$ cat src/hdl/irqg_pkg.sv
package irqg_pkg;

	localparam int unsigned ADDR_W = 12;
	localparam int unsigned DATA_W = 8;
	localparam int unsigned G3_SRC_W = 4;

	// ------------------------------------------------------------
	// Register offsets
	// ------------------------------------------------------------
	localparam logic [ADDR_W-1:0] OFS_G2_HI = 12'hFC7;
	localparam logic [ADDR_W-1:0] OFS_G2_LO = 12'hFC8;
	localparam logic [ADDR_W-1:0] OFS_G3_HI = 12'hFCA;
	localparam logic [ADDR_W-1:0] OFS_G3_LO = 12'hFCB;
	localparam logic [ADDR_W-1:0] OFS_EDGE = 12'hFCC;
	localparam logic [ADDR_W-1:0] OFS_SHARED = 12'hFCD;
	localparam logic [ADDR_W-1:0] OFS_CTRL = 12'hFCF;
	localparam logic [ADDR_W-1:0] OFS_STATUS = 12'hFD0;
	localparam logic [ADDR_W-1:0] OFS_MASK = 12'hFD1;

	// ------------------------------------------------------------
	// Field layouts and reset values
	// ------------------------------------------------------------
	localparam logic [DATA_W-1:0] RST_VAL = 8'h00;
	localparam logic [DATA_W-1:0] G3_WR_MASK = 8'hCF;
	localparam int unsigned CTRL_GIE_BIT = 7;
	localparam int unsigned SEL_LVD_BIT = 7;
	localparam int unsigned SEL_CMP0_BIT = 6;
	localparam int unsigned SEL_CMP1_BIT = 5;
	localparam int unsigned SEL_PD_HI = 4;
	localparam int unsigned SEL_PD_LO = 1;
	localparam int unsigned G3_TIMER_A_BIT = 7;
	localparam int unsigned G3_MCT_BIT = 6;

	// ------------------------------------------------------------
	// Priority codes, {high bit, low bit}
	// ------------------------------------------------------------
	typedef enum logic [1:0]
	{
		LVL_OFF = 2'h0,
		LVL_LOW = 2'h1,
		LVL_NOMINAL = 2'h2,
		LVL_HIGH = 2'h3
	} irqg_level_type;

endpackage

$ cat src/hdl/irqg_top.sv
// The plain strobed port is this design's own decision.
`timescale 1ns/100ps
`default_nettype none
// Overview of operation
// Enable pair {high,low} per source: 00 off, 01 low, 10 nominal, 11 high.
// Group 2 bit 7 pin A7/low volt, bit 6 A6/cmp0, bit 5 A5/cmp1.
// Group 2 bits 4..1 pin A or D of same index, bit 0 pin A0.
// Pin A or alternate choice comes from shared select, not enable bits.
// Group 3 bit 7 timer A, 6 multichannel timer, 3..0 port C; 5:4 read-only.
// Software writes zeros to group 3 reserved bits 5 and 4.
// Edge bit 0 falling edge raises request, 1 rising edge.
// Edge bit applies only to the currently selected line of that index.
// Shared select 0 takes pin A line, 1 takes alternate line.
// Global enable 0 blocks requests; 1 passes them at programmed priority. Only cpu_req_o and cpu_level_o are gated; irq_o ignores it.
// Reset clears enables and edge bits: all off, falling edges.
module irqg_top
(
	input wire logic clock_i,
	input wire logic rst_i,
	input wire logic [11:0] addr_i,
	input wire logic [7:0] wdata_i,
	input wire logic wr_i,
	input wire logic rd_i,
	input wire logic [7:0] pin_a_i,
	input wire logic [7:0] pin_d_i,
	input wire logic low_voltage_detect_i,
	input wire logic cmp0_i,
	input wire logic cmp1_i,
	input wire logic timer_a_req_i,
	input wire logic multichannel_timer_req_i,
	input wire logic [3:0] portc_req_i,
	output logic [7:0] rdata_o,
	output logic [7:0] edge_req_o,
	output logic cpu_req_o,
	output logic [1:0] cpu_level_o,
	output logic irq_o
);

	logic [7:0] group2_enable_high;
	logic [7:0] group2_enable_low;
	logic [7:0] group3_enable_high;
	logic [7:0] group3_enable_low;
	logic [7:0] edge_polarity_select;
	logic [7:0] shared_source_select;
	logic global_irq_enable;
	logic [7:0] status;
	logic [7:0] mask;
	logic [7:0] sel_line;
	logic [7:0] prev_line;
	logic primed;
	logic [7:0] edge_hit;
	logic [7:0] g3_req;
	logic [1:0] next_level;
	logic [7:0] next_rdata;
	logic wr_g2h;
	logic wr_g2l;
	logic wr_g3h;
	logic wr_g3l;
	logic wr_edge;
	logic wr_shared;
	logic wr_ctrl;
	logic wr_status;
	logic wr_mask;

	// ------------------------------------------------------------
	// Address decode
	// ------------------------------------------------------------
	assign wr_g2h = wr_i && (addr_i == irqg_pkg::OFS_G2_HI);
	assign wr_g2l = wr_i && (addr_i == irqg_pkg::OFS_G2_LO);
	assign wr_g3h = wr_i && (addr_i == irqg_pkg::OFS_G3_HI);
	assign wr_g3l = wr_i && (addr_i == irqg_pkg::OFS_G3_LO);
	assign wr_edge = wr_i && (addr_i == irqg_pkg::OFS_EDGE);
	assign wr_shared = wr_i && (addr_i == irqg_pkg::OFS_SHARED);
	assign wr_ctrl = wr_i && (addr_i == irqg_pkg::OFS_CTRL);
	assign wr_status = wr_i && (addr_i == irqg_pkg::OFS_STATUS);
	assign wr_mask = wr_i && (addr_i == irqg_pkg::OFS_MASK);

	// ------------------------------------------------------------
	// Enable and priority registers
	// ------------------------------------------------------------
	always_ff @(posedge clock_i or posedge rst_i)
	begin
		if (rst_i)
		begin
			group2_enable_high <= irqg_pkg::RST_VAL;
			group2_enable_low <= irqg_pkg::RST_VAL;
			group3_enable_high <= irqg_pkg::RST_VAL;
			group3_enable_low <= irqg_pkg::RST_VAL;
		end
		else
		begin
			if (wr_g2h)
			begin
				group2_enable_high <= wdata_i;
			end
			if (wr_g2l)
			begin
				group2_enable_low <= wdata_i;
			end
			if (wr_g3h)
			begin
				group3_enable_high <= wdata_i & irqg_pkg::G3_WR_MASK;
			end
			if (wr_g3l)
			begin
				group3_enable_low <= wdata_i & irqg_pkg::G3_WR_MASK;
			end
		end
	end

	// ------------------------------------------------------------
	// Edge select, shared select and global enable
	// ------------------------------------------------------------
	always_ff @(posedge clock_i or posedge rst_i)
	begin
		if (rst_i)
		begin
			edge_polarity_select <= irqg_pkg::RST_VAL;
			shared_source_select <= irqg_pkg::RST_VAL;
			global_irq_enable <= 1'b0;
		end
		else
		begin
			if (wr_edge)
			begin
				edge_polarity_select <= wdata_i;
			end
			if (wr_shared)
			begin
				shared_source_select <= wdata_i;
			end
			if (wr_ctrl)
			begin
				global_irq_enable <= wdata_i[irqg_pkg::CTRL_GIE_BIT];
			end
		end
	end

	// ------------------------------------------------------------
	// Source selection and edge detection
	// ------------------------------------------------------------
	always_comb
	begin
		sel_line = pin_a_i;
		if (shared_source_select[irqg_pkg::SEL_LVD_BIT])
		begin
			sel_line[irqg_pkg::SEL_LVD_BIT] = low_voltage_detect_i;
		end
		if (shared_source_select[irqg_pkg::SEL_CMP0_BIT])
		begin
			sel_line[irqg_pkg::SEL_CMP0_BIT] = cmp0_i;
		end
		if (shared_source_select[irqg_pkg::SEL_CMP1_BIT])
		begin
			sel_line[irqg_pkg::SEL_CMP1_BIT] = cmp1_i;
		end
		for (int k = irqg_pkg::SEL_PD_LO; k <= irqg_pkg::SEL_PD_HI; k++)
		begin
			if (shared_source_select[k])
			begin
				sel_line[k] = pin_d_i[k];
			end
		end
	end

	always_ff @(posedge clock_i or posedge rst_i)
	begin
		if (rst_i)
		begin
			prev_line <= irqg_pkg::RST_VAL;
			primed <= 1'b0;
		end
		else
		begin
			prev_line <= sel_line;
			primed <= 1'b1;
		end
	end

	genvar gi;
	generate
		for (gi = 0; gi < 8; gi++)
		begin : g_edge
			// Polarity acts on whichever line is selected now
			assign edge_hit[gi] = primed && (edge_polarity_select[gi] ?
				(sel_line[gi] && !prev_line[gi]) :
				(!sel_line[gi] && prev_line[gi]));
		end
	endgenerate

	// ------------------------------------------------------------
	// Event status, mask and interrupt line
	// ------------------------------------------------------------
	always_ff @(posedge clock_i or posedge rst_i)
	begin
		if (rst_i)
		begin
			status <= irqg_pkg::RST_VAL;
			mask <= irqg_pkg::RST_VAL;
			edge_req_o <= irqg_pkg::RST_VAL;
			irq_o <= 1'b0;
		end
		else
		begin
			// A new edge wins over a write-one clear in the same cycle
			status <= (status & ~(wr_status ? wdata_i : 8'h00)) | edge_hit;
			if (wr_mask)
			begin
				mask <= wdata_i;
			end
			edge_req_o <= edge_hit;
			irq_o <= |(status & mask);
		end
	end

	// ------------------------------------------------------------
	// Priority resolution toward the processor
	// ------------------------------------------------------------
	assign g3_req = {timer_a_req_i, multichannel_timer_req_i, 2'h0, portc_req_i};

	always_comb
	begin
		next_level = irqg_pkg::LVL_OFF;
		for (int k = 0; k < 8; k++)
		begin
			if (status[k] && {group2_enable_high[k], group2_enable_low[k]} > next_level)
			begin
				next_level = {group2_enable_high[k], group2_enable_low[k]};
			end
			if (g3_req[k] && {group3_enable_high[k], group3_enable_low[k]} > next_level)
			begin
				next_level = {group3_enable_high[k], group3_enable_low[k]};
			end
		end
	end

	always_ff @(posedge clock_i or posedge rst_i)
	begin
		if (rst_i)
		begin
			cpu_req_o <= 1'b0;
			cpu_level_o <= irqg_pkg::LVL_OFF;
		end
		else
		begin
			cpu_req_o <= global_irq_enable && (next_level != irqg_pkg::LVL_OFF);
			cpu_level_o <= global_irq_enable ? next_level : irqg_pkg::LVL_OFF;
		end
	end

	// ------------------------------------------------------------
	// Register read port
	// ------------------------------------------------------------
	always_comb
	begin
		unique case (addr_i)
			irqg_pkg::OFS_G2_HI: next_rdata = group2_enable_high;
			irqg_pkg::OFS_G2_LO: next_rdata = group2_enable_low;
			irqg_pkg::OFS_G3_HI: next_rdata = group3_enable_high;
			irqg_pkg::OFS_G3_LO: next_rdata = group3_enable_low;
			irqg_pkg::OFS_EDGE: next_rdata = edge_polarity_select;
			irqg_pkg::OFS_SHARED: next_rdata = shared_source_select;
			irqg_pkg::OFS_CTRL: next_rdata = {global_irq_enable, 7'h00};
			irqg_pkg::OFS_STATUS: next_rdata = status;
			irqg_pkg::OFS_MASK: next_rdata = mask;
			default: next_rdata = 8'h00;
		endcase
	end

	always_ff @(posedge clock_i or posedge rst_i)
	begin
		if (rst_i)
		begin
			rdata_o <= irqg_pkg::RST_VAL;
		end
		else
		begin
			rdata_o <= rd_i ? next_rdata : 8'h00;
		end
	end
endmodule // irqg_top
`default_nettype wire

$ cat config.mk
export PLATFORM = sky130hd
export DESIGN_NAME = irqg_top
export DESIGN_NICKNAME = d
export VERILOG_FILES = /design/src/hdl/irqg_pkg.sv /design/src/hdl/irqg_top.sv
export SDC_FILE = /design/constraint.sdc
export NUM_CORES = 1
export LEC_CHECK = 0
export ABC_AREA = 1
export BUFFER_PORTS_ARGS = -buffer_cell sky130_fd_sc_hd__buf_2
export CAP_MARGIN = 10
export CELL_PAD_IN_SITES_DETAIL_PLACEMENT = 0
export CELL_PAD_IN_SITES_GLOBAL_PLACEMENT = 1
export CORE_UTILIZATION = 40
export CTS_CLUSTER_DIAMETER = 80
export DETAILED_ROUTE_END_ITERATION = 10
export PLACE_DENSITY = 0.85
export SKIP_LAST_GASP = 1
export SYNTH_ARGS = -nofsm -noshare
export SYNTH_HDL_FRONTEND = slang
export SYNTH_SLANG_ARGS = --single-unit
$ cat constraint.sdc
create_clock -name clock_i -period 23.1 [get_ports clock_i]
set_clock_uncertainty 0.05 [all_clocks]
set_input_delay 2.31 -clock clock_i [delete_from_list [all_inputs] [get_ports clock_i]]
set_output_delay 2.31 -clock clock_i [all_outputs]
set_load 0.01 [all_outputs]
==> results.cfg <==
[finish]
multi_input_area_sq_um = 2180
seqCellArea_sq_um = 2250
antenna_cells = 0
fin_area_sq_um = 5670
fill_cells = 1176
drive_gt1_share_pct = 14.6
syn2layout_area_growth_pct = 16.1
finalNetCount = 766
stdcell_count = 854

[routing]
firstDrtPassIters = 5
wl_per_cell_um = 15.2
postRouteAntennaNets = 0
drt-vias-per-instance = 5.18
vias = 4420
drtIter0Drc = 305
routed_wl_um = 13000
drc = 0

[critical_path]
cp_num_cells = 88
r2r_setup_slack_ns = 11.32
r2r-end = cpu_req_o
slowest_stage = or3_1
critPathKind = in2reg
worstPathMaxFanout = 4
worst-endpoint-arrival_ns = 13.06
cp-endpoint = cpu_req_o
cpLargestDelayFamily = simple AND/OR/NAND/NOR gates
crit_top_cell = nand2_1
crit_required_ns = 23.29
r2r-start = status[0]
reg2regPathDepth = 88
critPathLaunchType = primary input
cp-startpoint = portc_req_i[0]
cpPeakStageDelay_ns = 0.34
worstSetupEndpointType = flop
worst-path-buf-inv = 14

[grt]
grt_pass1_wl_um = 21300
overflow = 0
antenna_found_initial = 0
grt_use_met1_pct = 30.9
globalRouteTotalUtil_pct = 22.1
grtUsageMet2_pct = 34.2
grt_max_degree = 65
met3_usage_pct = 3.46
grt_pass1_vias = 4185
top_usage_layer = met2

[yosys]
synthTopCellsByArea = dfrtp_1 46%, nand2_1 11%, o21ai_0 9.3%
post-synth-top-area-cell = dfrtp_1
syn_inst = 634
synth_seq_cells = 90
synth_nets = 698
synth_cell_types = 40
synth_top_cell_area_share_pct = 46.1
avgSynthCellArea_sq_um = 7.71
yosysSeqAreaShare_pct = 46.1
yosysWarnings = 0
synth_area_sq_um = 4890

[placed_design]
place_congestion = 0.908
dp.cells = 838
io_buffer_count = 64
hpwl_um = 9770
placed_area_sq_um = 5370

[status]
status = finished clean

[power]
p_clk_share_pct = 43.6
max-vdd-ir-drop_v = 0.0000278
leakagePower_nw = 2.91
swShare_pct = 25.4
p_comb_share_pct = 10.3
p_int_w = 0.000260
powerDensity_nw_per_um2 = 61.5
pwr-share-seq_pct = 46.1
power.net_switching_w = 0.0000886

[clocking]
cts_buffers = 9
cts_tree = done
clkTransAtPathRegs_ns = 0.07
cts_setup_buffers = 0
clock-sinks = 90
cts_hold_buf = 0
cts_resized = 0
h-tree-depth = 3
cts_buffer_depth = 2
clkLatencyLatePin_ns = 0.35
root_buffer = clkbuf_16

[floorplanning]
num_io_pins = 69
die_area_sq_um = 12700
core_area_sq_um = 12000
die_w_um = 113
die_h_um = 113
start_util_pct = 40.9
row_count = 40

[sta]
min_period_over_period_pct = 55.7
hold_viol_final = 0
tightest_slew_ns = 0.815
min_period_ns = 12.87
setup_viol = 0
rsz0062_at_grt = false
tns_ns = 0
slew_viol_final = 0
maxSlewHeadroom_pct = 45.7
achievable-frequency_mhz = 77.7

[worst_hold_path]
hold_class = reg2reg

[run]
maxCapViolations = 0
worst min path at each step:
stage	startpoint	to	slack, ns	cells past startpoint
6_report	group3_enable_low[1]	group3_enable_low[1]	0.44	2
5_1_grt	edge_polarity_select[3]	edge_polarity_select[3]	0.46	2
4_1_cts	edge_polarity_select[3]	edge_polarity_select[3]	0.44	2
3_5_place_dp	group3_enable_low[1]	group3_enable_low[1]	0.42	2
3_3_place_gp	edge_polarity_select[3]	edge_polarity_select[3]	0.42	2
2_1_floorplan	edge_polarity_select[1]	edge_polarity_select[1]	0.40	2
power groups by stage:
stage	clock network (W)	logic [W]	registers, W
after floorplan	0	0.0000248	0.000164
after global placement	0	0.0000349	0.000164
after detailed placement	0	0.0000361	0.000164
after CTS	0.000154	0.0000363	0.000161
after global routing	0.000162	0.0000420	0.000161
final	0.000152	0.0000361	0.000161
kinds of logic (layout without fill, tap and decap cells):
group           Yosys count  count (layout)  share of synthesized area, %
simple gates            260             260                          23.2
compound gates          146             146                          17.3
buf+inv                 121             194                          9.29
flops                    90              90                          46.1
fa+ha+maj                15              15                          3.84
other cells               1               1                        0.0767
mux                       1               1                         0.230
area by class of cell:
cell class,count,area share (%)
flip-flops and latches,90,39.7
clock inverters,5,1.06
well taps,147,3.24
repair buffers,65,5.78
multi-input cells,423,38.5
clock buffers,11,4.28
inverters,113,7.50
cells in the mapped netlist:
library cell,n
nand2_1,139
inv_1,110
o21ai_0,91
dfrtp_1,90
nor2_1,48
nand3_1,39
a21oi_1,19
ha_1,15
clkbuf_1,8
o22ai_1,8
a221oi_1,6
nand2_2,6
nor3_1,6
nand4_1,5
and2_1,4
nand3_2,4
o2111ai_1,4
o221ai_1,3
a21o_1,2
a21oi_2,2
inv_2,2
nor2_2,2
nor3_2,2
o211ai_1,2
o31ai_1,2
a2111oi_0,1
a211oi_1,1
a22o_1,1
a31oi_1,1
a41oi_1,1
clkinv_1,1
conb_1,1
mux2_2,1
nand2_4,1
nand3b_1,1
nor2_4,1
nor4_1,1
o21a_1,1
o21bai_4,1
or3_1,1
per-stage QoR:
stage / worst slack, ns / hold WS, ns / util [%] / power (W)
6_report: 10.23 / 0.437 / 47.4 / 0.000349
5_1_grt: 8.95 / 0.458 / 47.4 / 0.000364
4_1_cts: 10.31 / 0.440 / 47.4 / 0.000352
3_5_place_dp: 10.01 / 0.424 / 44.9 / 0.000200
3_3_place_gp: 10.29 / 0.416 / 44.9 / 0.000198
2_1_floorplan: 11.12 / 0.403 / - / 0.000189
layer usage:
| layer | wire length [um] | vias up |
|---|---|---|
| li1 | - | 2213 |
| met4 | 278 | 0 |
| met2 | 5910 | 126 |
| met3 | 605 | 20 |
| met5 | 0 | - |
| met1 | 6220 | 2061 |
sequential cells by signal, indices dropped and copies added, names as in the netlist, 6 cells and up:
signal and count:
status 8, group2_enable_high 8, group3_enable_high 6, prev_line 8, edge_req_o 8, group3_enable_low 6
rdata_o 8, mask 8, shared_source_select 8, edge_polarity_select 8, group2_enable_low 8
worst min-delay path, cell delays in order, from the launching register on:
cell and delay, ns:
dfrtp_1 0.34, nand2_1 0.05, o21ai_0 0.06
cell usage in the layout (no fill, tap or decap), types with 3 or more instances in the layout:
master / n
nand2_1: 139
inv_1: 109
o21ai_0: 91
dfrtp_1: 90
buf_2: 64
nor2_1: 48
nand3_1: 39
a21oi_1: 19
ha_1: 15
clkbuf_16: 9
o22ai_1: 8
nor3_1: 6
a221oi_1: 6
nand2_2: 6
nand4_1: 5
o2111ai_1: 4
nand3_2: 4
and2_1: 4
o221ai_1: 3
Power figures use the tool's default switching activity.
